<file path="src/hw/epwm_pkg.sv">
// Shared constants for the enhanced PWM unit: register offsets, field
// positions, reset values, timing counts and state encodings.
// Assumes a 40 MHz core clock and an 8-bit APB byte address.
package epwm_pkg;

    // ==================================================================
    // Register byte offsets (one 32-bit word each)
    localparam logic [7:0] EPWM_OFS_COUNT    = 8'h00;
    localparam logic [7:0] EPWM_OFS_TCTRL    = 8'h04;
    localparam logic [7:0] EPWM_OFS_PERIOD   = 8'h08;
    localparam logic [7:0] EPWM_OFS_DUTY     = 8'h0C;
    localparam logic [7:0] EPWM_OFS_SHADOW   = 8'h10;
    localparam logic [7:0] EPWM_OFS_MODE     = 8'h14;
    localparam logic [7:0] EPWM_OFS_SDCTRL   = 8'h18;
    localparam logic [7:0] EPWM_OFS_RESTART  = 8'h1C;
    localparam logic [7:0] EPWM_OFS_FLAGS    = 8'h20;
    localparam logic [7:0] EPWM_OFS_PINDIR   = 8'h24;

    // ==================================================================
    // Field positions
    localparam int EPWM_MODE_CFG_LSB   = 6;
    localparam int EPWM_MODE_DC_LSB    = 4;
    localparam int EPWM_SD_STATUS_BIT  = 7;
    localparam int EPWM_SD_SRC_LSB     = 4;
    localparam int EPWM_SD_AC_LSB      = 2;
    localparam int EPWM_SD_BD_LSB      = 0;
    localparam int EPWM_RS_ENABLE_BIT  = 7;
    localparam int EPWM_TC_RUN_BIT     = 2;
    localparam int EPWM_TC_POST_LSB    = 3;
    localparam int EPWM_FLAG_MATCH_BIT = 1;

    // ==================================================================
    // Reset values and timing counts
    localparam logic [7:0] EPWM_REG_RESET   = 8'h00;
    localparam logic [3:0] EPWM_DIR_RESET   = 4'hF;
    localparam logic [1:0] EPWM_LAST_PHASE  = 2'h3;
    localparam logic [3:0] EPWM_PRE4_LIMIT  = 4'h3;
    localparam logic [3:0] EPWM_PRE16_LIMIT = 4'hF;

    // ==================================================================
    // Output configurations and dead-band states
    typedef enum logic [1:0] {
        EPWM_CFG_SINGLE = 2'b00,
        EPWM_CFG_FWD    = 2'b01,
        EPWM_CFG_HALF   = 2'b10,
        EPWM_CFG_REV    = 2'b11
    } epwm_cfg_t;

    typedef enum logic [2:0] {
        EPWM_DB_LOW  = 3'b001,
        EPWM_DB_WAIT = 3'b010,
        EPWM_DB_HIGH = 3'b100
    } epwm_db_state_t;

endpackage

</file>
<file path="src/hw/epwm_timer.sv">
// Period time base: instruction-cycle phase, prescaler, 8-bit count.
// Assumes run, prescale and period come from registers in the parent.
`timescale 1ns/100ps

module epwm_timer
    import epwm_pkg::*;
(
    // Clock and reset
    input  wire logic       core_clk_in,
    input  wire logic       rst_in,
    // Control
    input  wire logic       run_in,
    input  wire logic [1:0] prescale_in,
    input  wire logic [7:0] period_in,
    input  wire logic       cnt_wr_in,
    input  wire logic [7:0] cnt_wdata_in,
    // Time base
    output logic      [7:0] count_out,
    output logic      [1:0] phase_out,
    output logic            period_start_out
);

    typedef struct packed {
        logic [7:0] cnt;
        logic [1:0] phase;
        logic [3:0] pre;
        logic       start;
    } epwm_tmr_t;

    epwm_tmr_t  tmr_ff;
    epwm_tmr_t  nxt_tmr;
    logic [3:0] pre_limit;

    // ==================================================================
    // Count advance; the count wraps one tick after matching the period
    always_comb
    begin
        nxt_tmr       = tmr_ff;
        nxt_tmr.start = 1'b0;
        case (prescale_in)
            2'b00:   pre_limit = 4'h0;
            2'b01:   pre_limit = EPWM_PRE4_LIMIT;
            default: pre_limit = EPWM_PRE16_LIMIT;
        endcase
        if (run_in)
        begin
            nxt_tmr.phase = tmr_ff.phase + 2'd1;
            if (tmr_ff.phase == EPWM_LAST_PHASE)
            begin
                if (tmr_ff.pre >= pre_limit)
                begin
                    nxt_tmr.pre = 4'h0;
                    if (tmr_ff.cnt == period_in) // RL2 RL20
                    begin
                        nxt_tmr.cnt   = 8'h00;
                        nxt_tmr.start = 1'b1;
                    end
                    else
                        nxt_tmr.cnt = tmr_ff.cnt + 8'd1;
                end
                else
                    nxt_tmr.pre = tmr_ff.pre + 4'd1;
            end
        end
        // Software write wins over the advance
        if (cnt_wr_in)
            nxt_tmr.cnt = cnt_wdata_in;
    end

    always_ff @(posedge core_clk_in)
    begin
        if (rst_in)
            tmr_ff <= '0;
        else
            tmr_ff <= nxt_tmr;
    end

    assign count_out        = tmr_ff.cnt;
    assign phase_out        = tmr_ff.phase;
    assign period_start_out = tmr_ff.start;
endmodule // epwm_timer

</file>
<file path="src/hw/epwm_deadband.sv">
// Dead-band delay: delays a rising edge by delay*4 core clocks, passes a
// falling edge after one clock. Assumes delay counts instruction cycles.
`timescale 1ns/100ps

module epwm_deadband
    import epwm_pkg::*;
(
    // Clock and reset
    input  wire logic       core_clk_in,
    input  wire logic       rst_in,
    // Drive request and delay
    input  wire logic       level_in,
    input  wire logic [6:0] delay_in,
    // Delayed drive
    output logic            level_out
);

    typedef struct packed {
        epwm_db_state_t st;
        logic [8:0]     cnt;
        logic           out;
    } epwm_db_t;

    epwm_db_t db_ff;
    epwm_db_t nxt_db;

    // ==================================================================
    // Only turn-on is delayed, so the two switches never overlap
    always_comb
    begin
        nxt_db = db_ff;
        case (db_ff.st)
            EPWM_DB_LOW:
            begin
                nxt_db.out = 1'b0;
                if (level_in && delay_in == 7'h00)
                begin
                    nxt_db.st  = EPWM_DB_HIGH;
                    nxt_db.out = 1'b1;
                end
                else if (level_in) // RL6
                begin
                    nxt_db.st  = EPWM_DB_WAIT;
                    nxt_db.cnt = {delay_in, 2'b00} - 9'd1;
                end
            end
            EPWM_DB_WAIT:
            begin
                if (!level_in)
                    nxt_db.st = EPWM_DB_LOW;
                else if (db_ff.cnt == 9'h000)
                begin
                    nxt_db.st  = EPWM_DB_HIGH;
                    nxt_db.out = 1'b1;
                end
                else
                    nxt_db.cnt = db_ff.cnt - 9'd1;
            end
            EPWM_DB_HIGH:
            begin
                if (!level_in)
                begin
                    nxt_db.st  = EPWM_DB_LOW;
                    nxt_db.out = 1'b0;
                end
            end
            default:
            begin
                nxt_db.st  = EPWM_DB_LOW;
                nxt_db.out = 1'b0;
            end
        endcase
    end

    always_ff @(posedge core_clk_in)
    begin
        if (rst_in)
            db_ff <= '{st: EPWM_DB_LOW, cnt: 9'h000, out: 1'b0};
        else
            db_ff <= nxt_db;
    end

    assign level_out = db_ff.out;
endmodule // epwm_deadband

</file>
<file path="src/hw/epwm_core.sv">
// Enhanced PWM unit with dead band, auto-shutdown and auto-restart, with
// an APB register slave. Assumes pins pass through external tri-state
// buffers driven from pin_level_out and pin_oe_out.
//
// The register offsets and the APB interface to the registers were left to the implementer.
`timescale 1ns/100ps

// How it works
// RL1 - Software makes every used PWM pin an input before setup.
// RL2 - The period register sets the PWM period length.
// RL3 - Mode bits 7:6 pick output configuration and steering direction.
// RL4 - Mode bits 3:0 pick the active polarity of each pin pair.
// RL5 - Duty is the 8-bit duty register plus mode bits 5:4.
// RL6 - Half-bridge mode delays turn-on by the 7-bit dead-band count.
// RL7 - Shutdown control bits 6:4 choose the shutdown trigger sources.
// RL8 - In shutdown each pin pair goes to its chosen shutdown state.
// RL9 - Software sets the shutdown status bit during setup.
// RL10 - Restart-enable bit 7 lets shutdown status clear on its own.
// RL11 - Software clears match flag, sets prescale, then starts the timer.
// RL12 - Software waits for the match flag before enabling pin outputs.
// RL13 - Software clears shutdown status after enabling the pins.
// RL14 - Reset makes all pins inputs and restores register reset values.
// RL15 - Small package ignores pair B/D state and dead-band bits.
// RL16 - Source codes: none, comp1, comp2, either, pin, pin plus comps.
// RL17 - Pair state 00 drives low, 01 drives high, 1x floats.
// RL18 - Status set by an event shuts whole periods; resume at period start.
// RL19 - Writes to shutdown status are ignored while the trigger persists.
// RL20 - Period match resets the count and raises the match flag.
module epwm_core
    import epwm_pkg::*;
#(
    parameter bit SMALL_PACKAGE = 1'b0
)
(
    // Clock and reset
    input  wire logic        core_clk_in,
    input  wire logic        rst_in,
    // APB slave
    input  wire logic        psel_in,
    input  wire logic        penable_in,
    input  wire logic        pwrite_in,
    input  wire logic [7:0]  paddr_in,
    input  wire logic [31:0] pwdata_in,
    output logic      [31:0] prdata_out,
    output logic             pready_out,
    output logic             pslverr_out,
    // Shutdown sources
    input  wire logic        comp1_in,
    input  wire logic        comp2_in,
    input  wire logic        fault_n_in,
    // Bridge pins, order a, b, c, d
    output logic      [3:0]  pin_level_out,
    output logic      [3:0]  pin_oe_out
);

    typedef struct packed {
        logic [6:0]  tctrl;
        logic [7:0]  period;
        logic [7:0]  duty_hi;
        logic [7:0]  shadow_hi;
        logic [1:0]  shadow_lo;
        logic [7:0]  mode;
        logic [2:0]  sd_src;
        logic [1:0]  sd_ac;
        logic [1:0]  sd_bd;
        logic        sd_status;
        logic        restart_en;
        logic [6:0]  dly;
        logic        match_flag;
        logic [3:0]  dir;
        logic        hold_shut;
        logic [3:0]  pins;
        logic [3:0]  oe;
        logic [31:0] rdata;
    } epwm_state_t;

    epwm_state_t st_ff;
    epwm_state_t nxt_st;

    logic [7:0]  tmr_count;
    logic [1:0]  tmr_phase;
    logic        period_start;
    logic        wr_en;
    logic        cnt_wr;
    logic        sd_cond;
    logic        pwm_on;
    logic        pwm_raw;
    logic        db_a;
    logic        db_b;
    logic        shut;
    logic [6:0]  dly_eff;
    logic [3:0]  act;
    logic [3:0]  inv;
    epwm_cfg_t   cfg;

    // ==================================================================
    // Decoding helpers
    function automatic logic is_mapped(input logic [7:0] a);
        case (a)
            EPWM_OFS_COUNT, EPWM_OFS_TCTRL, EPWM_OFS_PERIOD,
            EPWM_OFS_DUTY, EPWM_OFS_SHADOW, EPWM_OFS_MODE,
            EPWM_OFS_SDCTRL, EPWM_OFS_RESTART, EPWM_OFS_FLAGS,
            EPWM_OFS_PINDIR: is_mapped = 1'b1;
            default:         is_mapped = 1'b0;
        endcase
    endfunction

    // Fault pin is active low; combined sources are ORed
    function automatic logic src_active(input logic [2:0] src,
                                        input logic       c1,
                                        input logic       c2,
                                        input logic       flt_n);
        src_active = (src[0] & c1) | (src[1] & c2) | (src[2] & ~flt_n);
    endfunction

    // Pair shutdown level and drive enable
    function automatic logic [1:0] pair_state(input logic [1:0] code);
        case (code)
            2'b00:   pair_state = 2'b10;
            2'b01:   pair_state = 2'b11;
            default: pair_state = 2'b00;
        endcase
    endfunction

    // ==================================================================
    // APB handshake: zero wait states, error on unmapped addresses
    assign wr_en       = psel_in & penable_in & pwrite_in &
                         is_mapped(paddr_in);
    assign cnt_wr      = wr_en && paddr_in == EPWM_OFS_COUNT;
    assign pready_out  = psel_in & penable_in;
    assign pslverr_out = psel_in & penable_in & ~is_mapped(paddr_in);
    assign prdata_out  = st_ff.rdata;

    // ==================================================================
    // Time base
    epwm_timer u_timer (
        .core_clk_in      (core_clk_in),
        .rst_in           (rst_in),
        .run_in           (st_ff.tctrl[EPWM_TC_RUN_BIT]),
        .prescale_in      (st_ff.tctrl[1:0]),
        .period_in        (st_ff.period),
        .cnt_wr_in        (cnt_wr),
        .cnt_wdata_in     (pwdata_in[7:0]),
        .count_out        (tmr_count),
        .phase_out        (tmr_phase),
        .period_start_out (period_start)
    );

    // ==================================================================
    // Modulation: duty compared against count plus instruction phase
    assign cfg     = epwm_cfg_t'(st_ff.mode[7:EPWM_MODE_CFG_LSB]); // RL3
    assign pwm_on  = st_ff.mode[3:2] == 2'b11;
    assign pwm_raw = pwm_on &&
        {tmr_count, tmr_phase} < {st_ff.shadow_hi, st_ff.shadow_lo}; // RL5
    assign dly_eff = SMALL_PACKAGE ? 7'h00 : st_ff.dly; // RL15
    assign sd_cond = src_active(st_ff.sd_src, comp1_in, comp2_in,
                                fault_n_in); // RL7 RL16
    assign shut    = st_ff.sd_status | st_ff.hold_shut;

    // Complementary half-bridge legs, each with delayed turn-on
    epwm_deadband u_db_a (
        .core_clk_in (core_clk_in),
        .rst_in      (rst_in),
        .level_in    (pwm_raw),
        .delay_in    (dly_eff),
        .level_out   (db_a)
    );

    epwm_deadband u_db_b (
        .core_clk_in (core_clk_in),
        .rst_in      (rst_in),
        .level_in    (pwm_on & ~pwm_raw),
        .delay_in    (dly_eff),
        .level_out   (db_b)
    );

    // ==================================================================
    // Active levels per configuration, then pair polarity
    always_comb
    begin
        act = 4'b0000;
        case (cfg) // RL3
            EPWM_CFG_SINGLE: act = {3'b000, pwm_raw};
            EPWM_CFG_FWD:    act = {pwm_raw, 2'b00, pwm_on};
            EPWM_CFG_HALF:   act = {2'b00, db_b, db_a}; // RL6
            EPWM_CFG_REV:    act = {1'b0, pwm_on, pwm_raw, 1'b0};
            default:         act = 4'b0000;
        endcase
        // Low-active pair is inverted; pin order is d, c, b, a
        inv = {st_ff.mode[0], st_ff.mode[1], st_ff.mode[0], st_ff.mode[1]};
        if (!pwm_on)
            inv = 4'b0000;
    end

    // ==================================================================
    // Register file, shutdown control and pin drive
    always_comb
    begin
        logic [1:0] ac_drv;
        logic [1:0] bd_drv;
        logic [7:0] wb;
        ac_drv = pair_state(st_ff.sd_ac);
        bd_drv = pair_state(st_ff.sd_bd);
        wb     = pwdata_in[7:0];
        nxt_st = st_ff;

        // Period start loads the duty shadow and raises the match flag
        if (period_start)
        begin
            nxt_st.shadow_hi = st_ff.duty_hi; // RL5
            nxt_st.shadow_lo = st_ff.mode[5:EPWM_MODE_DC_LSB];
        end

        if (wr_en)
        begin
            case (paddr_in)
                EPWM_OFS_TCTRL:   nxt_st.tctrl   = wb[6:0];
                EPWM_OFS_PERIOD:  nxt_st.period  = wb; // RL2
                EPWM_OFS_DUTY:    nxt_st.duty_hi = wb;
                EPWM_OFS_MODE:    nxt_st.mode    = wb; // RL3 RL4
                EPWM_OFS_SDCTRL:
                begin
                    nxt_st.sd_src = wb[6:EPWM_SD_SRC_LSB];
                    nxt_st.sd_ac  = wb[3:EPWM_SD_AC_LSB];
                    nxt_st.sd_bd  = SMALL_PACKAGE ? 2'b00 :
                                    wb[1:EPWM_SD_BD_LSB]; // RL15
                    if (!sd_cond) // RL19
                        nxt_st.sd_status = wb[EPWM_SD_STATUS_BIT];
                end
                EPWM_OFS_RESTART:
                begin
                    nxt_st.restart_en = wb[EPWM_RS_ENABLE_BIT];
                    nxt_st.dly = SMALL_PACKAGE ? 7'h00 : wb[6:0]; // RL15
                end
                EPWM_OFS_FLAGS:
                    nxt_st.match_flag = wb[EPWM_FLAG_MATCH_BIT];
                EPWM_OFS_PINDIR:  nxt_st.dir     = wb[3:0];
                default:          nxt_st.dir     = st_ff.dir;
            endcase
        end
        else if (st_ff.restart_en && !sd_cond)
            nxt_st.sd_status = 1'b0; // RL10

        // Hardware sets win over software clears
        if (period_start)
            nxt_st.match_flag = 1'b1; // RL20
        if (sd_cond)
            nxt_st.sd_status = 1'b1; // RL18

        // Whole periods stay shut; release only at a period start
        if (period_start)
            nxt_st.hold_shut = st_ff.sd_status; // RL18
        else
            nxt_st.hold_shut = st_ff.hold_shut | st_ff.sd_status;

        // Pins: normal drive, or pair shutdown state
        nxt_st.pins = act ^ inv; // RL4
        nxt_st.oe   = ~st_ff.dir;
        if (shut && pwm_on) // RL8 RL17
        begin
            nxt_st.pins = {bd_drv[0], ac_drv[0], bd_drv[0], ac_drv[0]};
            nxt_st.oe   = ~st_ff.dir &
                {bd_drv[1], ac_drv[1], bd_drv[1], ac_drv[1]};
        end

        // Read data captured in the setup phase
        nxt_st.rdata = 32'h0000_0000;
        if (psel_in && !penable_in && !pwrite_in)
        begin
            case (paddr_in)
                EPWM_OFS_COUNT:   nxt_st.rdata[7:0] = tmr_count;
                EPWM_OFS_TCTRL:   nxt_st.rdata[6:0] = st_ff.tctrl;
                EPWM_OFS_PERIOD:  nxt_st.rdata[7:0] = st_ff.period;
                EPWM_OFS_DUTY:    nxt_st.rdata[7:0] = st_ff.duty_hi;
                EPWM_OFS_SHADOW:  nxt_st.rdata[7:0] = st_ff.shadow_hi;
                EPWM_OFS_MODE:    nxt_st.rdata[7:0] = st_ff.mode;
                EPWM_OFS_SDCTRL:  nxt_st.rdata[7:0] = {st_ff.sd_status,
                    st_ff.sd_src, st_ff.sd_ac, st_ff.sd_bd};
                EPWM_OFS_RESTART: nxt_st.rdata[7:0] = {st_ff.restart_en,
                    st_ff.dly};
                EPWM_OFS_FLAGS:
                    nxt_st.rdata[EPWM_FLAG_MATCH_BIT] = st_ff.match_flag;
                EPWM_OFS_PINDIR:  nxt_st.rdata[3:0] = st_ff.dir;
                default:          nxt_st.rdata      = 32'h0000_0000;
            endcase
        end
    end

    // Reset returns every pin to input and registers to reset values
    always_ff @(posedge core_clk_in)
    begin
        if (rst_in)
        begin
            st_ff       <= '0; // RL14
            st_ff.dir   <= EPWM_DIR_RESET;
            st_ff.mode  <= EPWM_REG_RESET;
        end
        else
            st_ff <= nxt_st;
    end

    assign pin_level_out = st_ff.pins;
    assign pin_oe_out    = st_ff.oe;
endmodule // epwm_core

</file>
<file path="config.mk">
export PLATFORM = sky130hd
export DESIGN_NAME = epwm_core
export DESIGN_NICKNAME = d
export VERILOG_FILES = /design/src/hw/epwm_pkg.sv /design/src/hw/epwm_timer.sv /design/src/hw/epwm_deadband.sv /design/src/hw/epwm_core.sv
export SDC_FILE = /design/constraint.sdc
export NUM_CORES = 1
export LEC_CHECK = 0
export CORE_MARGIN = 5
export CORE_UTILIZATION = 25
export CTS_CLUSTER_DIAMETER = 200
export CTS_CLUSTER_SIZE = 40
export DETAILED_ROUTE_END_ITERATION = 8
export DONT_BUFFER_PORTS = 1
export PLACE_DENSITY = 0.52
export SYNTH_ARGS = -nofsm -noshare
export SYNTH_HDL_FRONTEND = slang
export SYNTH_SLANG_ARGS = --single-unit
</file>
<file path="constraint.sdc">
create_clock -name core_clk_in -period 2.3 [get_ports core_clk_in]
set_clock_uncertainty 0.2 [all_clocks]
set_input_delay 0.115 -clock core_clk_in [delete_from_list [all_inputs] [get_ports core_clk_in]]
set_output_delay 0.115 -clock core_clk_in [all_outputs]
set_load 0.03 [all_outputs]
</file>
==> results of run 1 <==
synthesized netlist by cell type (all sizes together) (3+ instances only):
| cell type | instances |
|---|---|
| dfxtp | 120 |
| nor2 | 110 |
| mux2i | 66 |
| nand2 | 58 |
| a21oi | 55 |
| buf | 47 |
| o21ai | 39 |
| inv | 34 |
| clkbuf | 28 |
| nor3 | 22 |
| ha | 19 |
| nand3 | 19 |
| xnor2 | 17 |
| and3 | 14 |
| or3 | 11 |
| a311oi | 9 |
| a31oi | 9 |
| a211oi | 8 |
| nand2b | 7 |
| nor2b | 6 |
| or3b | 6 |
| a221oi | 5 |
| a222oi | 5 |
| nor4 | 5 |
| a211o | 4 |
| and2 | 4 |
| nand4 | 4 |
| nor3b | 4 |
| nor4b | 4 |
| o31ai | 4 |
| mux2 | 3 |
| nand3b | 3 |
| o211ai | 3 |
| xor2 | 3 |
critical path: cells and delay by family, from the launching register on:
kind / cells / cell delay [ns]
adders and majority gates: 1 / 0.26
DFF: 1 / 0.31
AOI/OAI and AO/OA: 3 / 0.42
and+or+nand+nor: 4 / 1.16
metal layers:
metal / vias to the layer above / share of wire, % / GRT usage, %
li1: 2956 / - / -
met1: 2964 / 44 / 19.2
met2: 232 / 45 / 22.5
met3: 44 / 7.9 / 3.77
met4: 0 / 2.7 / 5.19
met5: - / 0 / 0
per-stage QoR:
step,setup slack [ns],util (%),instances,area (um2)
floorplan,-0.0528,-,811,6760
global placement,-0.195,27.6,1139,7220
detailed placement,-0.223,27.6,1139,7220
CTS,-0.186,33.0,1242,8620
global route,-0.272,33.7,1247,8800
finish,-0.146,33.7,1247,8800
worst paths after layout:
kind                                 startpoint  slack, ns              endpoint  cells after the start
worst max-delay path                  st_ff[96]      -0.15  u_timer.count_out[2]                      8
worst min-delay path                  pwrite_in       0.02             st_ff[43]                      4
worst max register to register        st_ff[96]      -0.15  u_timer.count_out[2]                      8
worst min register to register  u_db_b.db_ff[8]       0.27       u_db_b.db_ff[8]                      2
area by class of cell:
| class | count | share of cell area, % |
|---|---|---|
| Inverter | 35 | 1.49 |
| Clock inverter | 15 | 2.16 |
| Timing Repair Buffer | 145 | 14.8 |
| Tap cell | 335 | 4.76 |
| Multi-Input combinational cell | 580 | 44.6 |
| Sequential cell | 120 | 27.4 |
| Clock buffer | 17 | 4.83 |
repair_timing:
action                                  CTS  global route
gates cloned                              1             0
hold buffers                             68             1
setup buffers                             2             5
endpoints found under the hold margin   119             1
pin swaps                                13            16
gates resized for setup                  21            37
endpoints found under the setup margin   24            43
cell families (layout without fill, tap and decap cells):
kind of cell	count (synthesis)	in the layout
AND/OR/NAND/NOR	283	284
AO/OA/AOI/OAI	164	164
flip-flops	120	120
buffers and inverters	112	212
multiplexers	69	69
XOR/XNOR	20	20
adder cells (fa/ha/maj)	19	19
other	1	24
state kept, by name, summed over array words and instances, names as in the netlist:
register                  cells
u_db_b.level_out              1
u_timer.count_out             8
pin_oe_out                    4
cfg                           2
u_timer.phase_out             2
dly_eff                       7
st_ff                        54
u_timer.period_start_out      1
u_db_b.db_ff                 12
u_timer.tmr_ff                4
pin_level_out                 4
u_db_a.level_out              1
prdata_out                    8
u_db_a.db_ff                 12
report_power, final:
| part | internal, mW | leakage [nW] | total, mW | switching (mW) |
|---|---|---|---|---|
| sequential | 2.08 | 0.969 | 2.08 | 0.0000525 |
| clock | 1.73 | 0.300 | 2.81 | 1.09 |
| combinational | 0.0456 | 2.03 | 0.171 | 0.126 |
| total | 3.85 | 3.29 | 5.06 | 1.21 |
==> results.py, run 1 <==
metrics = {
    "layout": {
        "nets": 966,
        "antenna_cells": 0,
        "fillCellCount": 2735,
        "layout.cells.most_common": "dfxtp_1",
        "area_growth_pct": 32.0,
        "regArea_um2": 2410,
        "layout-drive-gt1-share_pct": 19.7,
        "final_cell_mix": "dfxtp_1 (115), nor2_1 (105), buf_4 (73)",
        "multi_input_area_um2": 3930,
    },
    "sta": {
        "fin_crit_ns": 2.45,
        "fmax_mhz": 409,
        "setup_slack_ns": -0.146,
        "finalHoldViolCount": 0,
        "timing.hold.ws_ns": 0.0199,
        "relSlewSlack_pct": 52.6,
        "finalSetupViolCount": 4,
        "fin_tns_setup_ns": -0.515,
        "tightest_slew_ns": 0.710,
        "fin_crit_sh_pct": 106,
        "rsz0062_at_grt": "yes",
        "drv_slew": 0,
    },
    "worst_setup_path": {
        "worstPathArrival_ns": 2.58,
        "critPathMaxStageDelay_ns": 0.42,
        "cp_slowest_cell": "or3b_4",
        "critical_path_required_ns": 2.43,
        "path_class": "reg2reg",
        "critPathMaxFanout": 5,
        "setup.worst_path.end_class": "flop",
        "crit_path_start_kind": "flop",
        "path_cells": "or2_4, ha_4, nand2b_4, a21oi_2, o21ai_2, or3b_4, or3b_1, a311oi_1",
    },
    "outcome": {
        "violations": "setup timing",
        "outcome": "finished, violations left",
    },
    "detailed_routing": {
        "drt_iter0_drc": 503,
        "first_pass_iters": 5,
        "wl_um": 22100,
        "drc_errors": 0,
        "via_per_inst": 4.97,
        "vias": 6196,
        "antenna_left": 0,
        "wl_per_cell_um": 17.7,
    },
    "die": {
        "die_area_um2": 30000,
        "num_rows": 59,
        "num_io_pins": 90,
        "coreArea_um2": 26100,
        "dieHeight_um": 173,
        "die_w_um": 173,
        "start_util_pct": 25.5,
    },
    "synth": {
        "ys_async_sr_fraction_pct": 0,
        "synth.mux.area_fraction_pct": 10.4,
        "synth_cell_types": 79,
        "ys_seq_area_share_pct": 36.0,
        "synth_edf_count": 0,
        "netlist.area_leader.share_pct": 36.0,
        "ys.flop_type": "dfxtp_1",
        "synth-simple-area-share_pct": 22.1,
        "synthXorXnorAreaFrac_pct": 2.63,
        "synth_top_family_by_area": "simple AND/OR/NAND/NOR gates",
        "yosys.area_share.adder_pct": 3.56,
        "netlist_area_um2": 6670,
        "yosysTopAreaCell": "dfxtp_1",
        "ys_warn_count": 0,
        "synth_compound_area_share_pct": 15.9,
        "ys_ff_latch": 120,
        "syn_area_per_cell_um2": 8.46,
        "syn_inst": 788,
        "synthTopCellsByArea": "dfxtp_1 (36%), mux2i_1 (9.9%), nor2_1 (6.0%)",
    },
    "global_route": {
        "grt_max_degree": 68,
        "grt_pass1_wl_um": 34100,
        "grt-ovfl-total": 0,
        "antenna_found_initial": 0,
        "first_global_vias": 5911,
        "track_usage_pct": 14.4,
    },
    "clocking": {
        "htree_levels": 4,
        "numCtsBuffers": 17,
        "cts.sinks": 120,
        "cts_max_path_buffers": 2,
        "tritoncts": "done",
        "worstSkewPairLatency_ns": 0.43,
        "cts-root-buf": "clkbuf_16",
        "path_clk_slew_ns": 0.07,
    },
    "min_path": {
        "hold_path_class": "in2reg",
    },
    "placed_design": {
        "place.gp.congestion": 0.871,
        "hpwlAfterDp_um": 14500,
        "place.port_buffers": 0,
    },
    "pwr": {
        "pwr_density_cell_nw_per_um2": 575,
        "p_leak_nw": 3.29,
        "total_power_mw": 5.06,
        "ir_worst_vdd_uv": 423,
    },
    "job": {
        "maxCapViolations": 0,
    },
}
Note: power is estimated with default switching activity, not from simulation.
==> run 2: changes to the inputs <==
==> constraint.sdc (replaced) <==
create_clock -name core_clk_in -period 2.3 [get_ports core_clk_in]
set_clock_uncertainty 0.2 [all_clocks]
set_input_delay 0.115 -clock core_clk_in [delete_from_list [all_inputs] [get_ports core_clk_in]]
set_output_delay 0.115 -clock core_clk_in [all_outputs]
set_load 0.05 [all_outputs]
==> run 2 against run 1 <==
The run still ends with setup timing left. Register-to-register slack worse by 0.02 ns. First-iteration DRC count is 14% lower. Power is 3.8% higher. Combinational power is 27% higher. Die area stayed put. Non-clock buffer count is 7 higher. Critical endpoint is now u_timer.count_out[4]. Largest power group unchanged.
==> results.py, run 2 (same netlist as run 1, synthesis figures left out) <==
metrics = {
    "sta": {
        "finalHoldViolCount": 0,
        "fin_crit_ns": 2.46,
        "timing.hold.ws_ns": 0.0234,
        "fmax_mhz": 406,
        "setup_slack_ns": -0.164,
        "tightest_slew_ns": 0.879,
        "drv_slew": 0,
        "relSlewSlack_pct": 41.4,
        "rsz0062_at_grt": "yes",
        "fin_crit_sh_pct": 107,
        "finalSetupViolCount": 4,
    },
    "clocking": {
        "tritoncts": "done",
        "cts-root-buf": "clkbuf_16",
        "htree_levels": 4,
        "cts_max_path_buffers": 2,
        "numCtsBuffers": 17,
        "worstSkewPairLatency_ns": 0.42,
        "path_clk_slew_ns": 0.06,
        "cts.sinks": 120,
    },
    "pwr": {
        "pwr_density_cell_nw_per_um2": 580,
        "total_power_mw": 5.26,
        "ir_worst_vdd_uv": 422,
        "p_leak_nw": 3.37,
    },
    "detailed_routing": {
        "vias": 6202,
        "antenna_left": 0,
        "wl_um": 22300,
        "drt_iter0_drc": 435,
        "first_pass_iters": 7,
        "via_per_inst": 4.95,
        "drc_errors": 0,
        "wl_per_cell_um": 17.8,
    },
    "worst_setup_path": {
        "worstPathArrival_ns": 2.60,
        "crit_path_start_kind": "flop",
        "r2r_end": "u_timer.count_out[4]",
        "path_class": "reg2reg",
        "rr_startpoint": "st_ff[96]",
        "reg2regPathDepth": 8,
        "critical_path_required_ns": 2.44,
        "ff2ff_setup_slack_ns": -0.16,
        "critPathMaxFanout": 5,
        "setup.worst_path.end_class": "flop",
    },
    "die": {
        "start_util_pct": 25.5,
        "die_area_um2": 30000,
        "dieHeight_um": 173,
        "num_io_pins": 90,
        "coreArea_um2": 26100,
        "die_w_um": 173,
        "num_rows": 59,
    },
    "layout": {
        "layout-drive-gt1-share_pct": 23.0,
        "final_cell_mix": "dfxtp_1 (108), nor2_1 (104), buf_4 (75)",
        "finish.utilization_pct": 34.7,
        "regMostFlops": "st_ff",
        "final_cells": 1254,
        "area_growth_pct": 35.8,
        "reg_top3": "st_ff: 54 flops, u_db_a.db_ff: 12 flops, u_db_b.db_ff: 12 flops",
        "antenna_cells": 0,
        "layout.cells.most_common": "dfxtp_1",
        "largest_register_ffs": 54,
        "fillCellCount": 2678,
        "nets": 973,
    },
    "global_route": {
        "grt_pass1_wl_um": 34500,
        "grt-ovfl-total": 0,
        "first_global_vias": 6029,
        "track_usage_pct": 14.5,
        "antenna_found_initial": 0,
        "grt_max_degree": 64,
    },
    "min_path": {
        "hold_end": "prdata_out[4]",
        "hold_path_class": "in2reg",
        "worstHoldStart": "paddr_in[6]",
        "whs_path_depth": 4,
    },
    "outcome": {
        "violations": "setup timing",
        "outcome": "finished, violations left",
    },
    "placed_design": {
        "dp.cells": 1143,
        "hpwlAfterDp_um": 14500,
        "place.port_buffers": 0,
        "place.gp.congestion": 0.899,
    },
    "job": {
        "maxCapViolations": 0,
    },
}
-- run 2: cell types whose count changed in the layout (fill, tap and decap cells not counted), moves of 5 or more --
cell	delta
inv_1	-6
inv_2	+6
a21oi_2	+6
a311oi_2	+5
dfxtp_2	+7
a21oi_1	-6
dfxtp_1	-7
inv_6	-5
o21ai_1	+5
a311oi_1	-5
-- run 2: power breakdown --
group          switching [mW]  internal (mW)  total, mW
Sequential          0.0000599           2.08       2.08
Combinational           0.166         0.0513      0.217
Clock                    1.01           1.95       2.96
-- run 2: repair_timing --
item                       4_1_cts  5_1_grt
pin swaps                       11       34
resized for setup               23       74
gates cloned                     0        1
setup endpoints to repair       24       49
hold buffers                    72        0
hold endpoints to repair       119        0
setup buffers                    2        7
-- run 2: final cells by class --
| type | instances | area [um2] | area share (%) |
|---|---|---|---|
| clock buffer | 21 | 450 | 4.97 |
| tap | 335 | 419 | 4.63 |
| multi-input combinational | 580 | 4070 | 45.0 |
| clock inverter | 11 | 195 | 2.15 |
| inverter | 35 | 131 | 1.45 |
| timing repair buffer | 152 | 1370 | 15.1 |
| sequential | 120 | 2420 | 26.7 |
-- run 2: metrics by stage --
| stage | setup WS (ns) | instance area (um2) | setup TNS, ns |
|---|---|---|---|
| 6_report | -0.164 | 9060 | -0.466 |
| 5_1_grt | -0.236 | 9060 | -0.955 |
| 4_1_cts | -0.176 | 8740 | -1.42 |
| 3_5_place_dp | -0.224 | 7250 | -2.75 |
| 3_3_place_gp | -0.203 | 7250 | -2.44 |
| 2_1_floorplan | -0.0528 | 6760 | -0.149 |
-- run 2: metal layers --
metal	global-route usage [%]	wire length (um)	up-vias
met1	19.2	10200	2963
li1	-	-	2979
met4	5.39	631	0
met5	0	0	-
met2	22.7	9920	213
met3	3.97	1510	47
-- run 2: critical path, stage by stage (launching register included) --
cell and delay (ns):
dfxtp_2 0.32, or2_4 0.26, ha_4 0.26, nand2b_4 0.11, a21oi_2 0.05, o21ai_2 0.11, or3b_4 0.42, or3b_1 0.40
a311oi_2 0.25
-- run 2: worst max path at each step --
stage / startpoint / to / slack (ns) / cells past startpoint
6_report: st_ff[96] / u_timer.count_out[4] / -0.16 / 8
5_1_grt: st_ff[96] / u_timer.count_out[4] / -0.24 / 8
4_1_cts: st_ff[96] / u_timer.count_out[5] / -0.18 / 8
3_5_place_dp: st_ff[73] / u_db_b.db_ff[1] / -0.22 / 9
3_3_place_gp: st_ff[75] / u_db_b.db_ff[1] / -0.20 / 9
2_1_floorplan: st_ff[96] / u_timer.count_out[2] / -0.05 / 8
==> run 3: changes to the inputs <==
--- a/config.mk
+++ b/config.mk
@@ -12,6 +12,7 @@
 export DETAILED_ROUTE_END_ITERATION = 8
 export DONT_BUFFER_PORTS = 1
 export PLACE_DENSITY = 0.52
+export SETUP_SLACK_MARGIN = 0.2
 export SYNTH_ARGS = -nofsm -noshare
 export SYNTH_HDL_FRONTEND = slang
 export SYNTH_SLANG_ARGS = --single-unit
==> run 3 against run 2 <==
The flow finishes with violations (hold timing, setup timing). Die area stayed put. Final cell count up 1.4%. Clock power down 12%. Clock-buffer cell count decreased by 2. Critical path depth unchanged. Combinational power grew 9.7%. Critical endpoint is now u_timer.count_out[5].
==> results.py, run 3 (same netlist as run 1, synthesis figures left out) <==
metrics = {
    "outcome": {
        "outcome": "finished, violations left",
        "violations": "hold timing, setup timing",
    },
    "worst_setup_path": {
        "r2r_end": "u_timer.count_out[5]",
        "worstPathArrival_ns": 2.62,
        "rr_startpoint": "st_ff[97]",
        "reg2regPathDepth": 8,
        "path_class": "reg2reg",
        "critPathMaxStageDelay_ns": 0.42,
        "crit_path_start_kind": "flop",
        "critical_path_required_ns": 2.43,
        "ff2ff_setup_slack_ns": -0.19,
        "path_cells": "or2_4, ha_4, nand2b_4, a21oi_2, o21ai_2, or3b_4, or3b_1, a311oi_1",
        "setup.worst_path.end_class": "flop",
        "cp_slowest_cell": "or3b_4",
        "critPathMaxFanout": 5,
    },
    "layout": {
        "regArea_um2": 2420,
        "layout-drive-gt1-share_pct": 28.3,
        "multi_input_area_um2": 4350,
        "layout.cells.most_common": "dfxtp_1",
        "design_area_um2": 9430,
        "finish.utilization_pct": 36.1,
        "final_cell_mix": "dfxtp_1 (106), nor2_1 (102), buf_4 (83)",
        "antenna_cells": 0,
        "regMostFlops": "st_ff",
        "nets": 991,
        "fillCellCount": 2627,
        "largest_register_ffs": 54,
        "area_growth_pct": 41.5,
        "reg_top3": "st_ff: 54 flops, u_db_a.db_ff: 12 flops, u_db_b.db_ff: 12 flops",
    },
    "detailed_routing": {
        "first_pass_iters": 8,
        "vias": 6400,
        "drt_iter0_drc": 545,
        "drc_errors": 0,
        "via_per_inst": 5.03,
        "wl_per_cell_um": 18.4,
        "antenna_left": 0,
        "wl_um": 23400,
    },
    "global_route": {
        "grtUsageMet2_pct": 22.7,
        "track_usage_pct": 14.5,
        "gr-usage-met3_pct": 3.21,
        "antenna_found_initial": 0,
        "grt_max_degree": 63,
        "gr-max-usage-layer": "met2",
        "first_global_vias": 6021,
        "grt-ovfl-total": 0,
        "grt_pass1_wl_um": 34700,
        "met1_usage_pct": 18.8,
    },
    "min_path": {
        "worstHoldStart": "paddr_in[2]",
        "hold_end": "prdata_out[7]",
        "hold_path_class": "in2reg",
        "whs_path_depth": 4,
    },
    "die": {
        "num_io_pins": 90,
        "die_w_um": 173,
        "dieHeight_um": 173,
        "coreArea_um2": 26100,
        "start_util_pct": 25.5,
        "die_area_um2": 30000,
        "num_rows": 59,
    },
    "sta": {
        "fmax_mhz": 401,
        "setup_slack_ns": -0.192,
        "drv_slew": 0,
        "fin_crit_ns": 2.49,
        "relSlewSlack_pct": 40.5,
        "finalSetupViolCount": 5,
        "rsz0062_at_grt": "yes",
        "fin_crit_sh_pct": 108,
        "timing.hold.ws_ns": -0.0303,
        "tightest_slew_ns": 0.892,
        "finalHoldViolCount": 1,
    },
    "pwr": {
        "pwr_density_cell_nw_per_um2": 522,
        "ir_worst_vdd_uv": 439,
        "p_leak_nw": 3.54,
        "total_power_mw": 4.92,
    },
    "clocking": {
        "cts.sinks": 120,
        "tritoncts": "done",
        "numCtsBuffers": 17,
        "cts_max_path_buffers": 2,
        "worstSkewPairLatency_ns": 0.42,
        "path_clk_slew_ns": 0.06,
        "cts-root-buf": "clkbuf_16",
        "htree_levels": 4,
    },
    "placed_design": {
        "dpl_cell_area_um2": 7330,
        "place_ws_ns": -0.148,
        "hpwlAfterDp_um": 14300,
        "place.gp.congestion": 0.828,
        "place.port_buffers": 0,
    },
    "job": {
        "maxCapViolations": 0,
    },
}
run 3: cell count changes in the layout (fill, tap and decap cells not counted), sizes merged:
cell,change
clkinv,+5
clkbuf,-1
buf,+17
bufinv,-3
run 3: how the worst max path moves through the flow:
stage | end | depth (start not counted) | startpoint
CTS | u_timer.count_out[4] | 8 | st_ff[96]
global route | u_timer.count_out[5] | 8 | st_ff[97]
detailed placement | u_timer.count_out[4] | 8 | st_ff[96]
global placement | u_timer.count_out[2] | 8 | st_ff[96]
floorplan | u_timer.count_out[2] | 8 | st_ff[96]
finish | u_timer.count_out[5] | 8 | st_ff[97]
run 3: worst max-delay path: cells and delay by family, from the launching register on:
kind                       cells  cell delay [ns]
AOI/OAI and AO/OA              3             0.45
adders and majority gates      1             0.25
DFF                            1             0.32
and+or+nand+nor                4             1.18
run 3: layout make-up:
cell class / instances / area share, %
multi-input combinational: 580 / 46.1
sequential: 120 / 25.6
timing repair buffer: 170 / 16.4
clock buffer: 19 / 4.59
tap: 335 / 4.44
inverter: 35 / 1.42
clock inverter: 13 / 1.38
run 3: repair_timing:
item | CTS | global route
hold buffers | 71 | 1
gates cloned | 2 | 2
buffers inserted | 5 | 15
setup endpoints to repair | 38 | 74
gates resized for setup | 50 | 98
endpoints found under the hold margin | 118 | 2
pin swaps | 21 | 62
run 3: per-stage QoR:
step                setup TNS [ns]  instances
floorplan                   -0.148        811
global placement            -0.712       1144
detailed placement           -1.41       1144
CTS                         -0.745       1254
global route                 -1.35       1272
finish                      -0.559       1272
run 3: routing by layer:
| layer | vias up | part of all wire, % |
|---|---|---|
| met5 | - | 0 |
| met4 | 0 | 5.0 |
| met3 | 71 | 6.8 |
| met2 | 250 | 45 |
| met1 | 3063 | 43 |
| li1 | 3016 | - |
run 3: power breakdown:
part	total (mW)	switching, mW	internal [mW]
Combinational	0.238	0.182	0.0559
Sequential	2.08	0.0000630	2.08
Clock	2.61	1.02	1.58
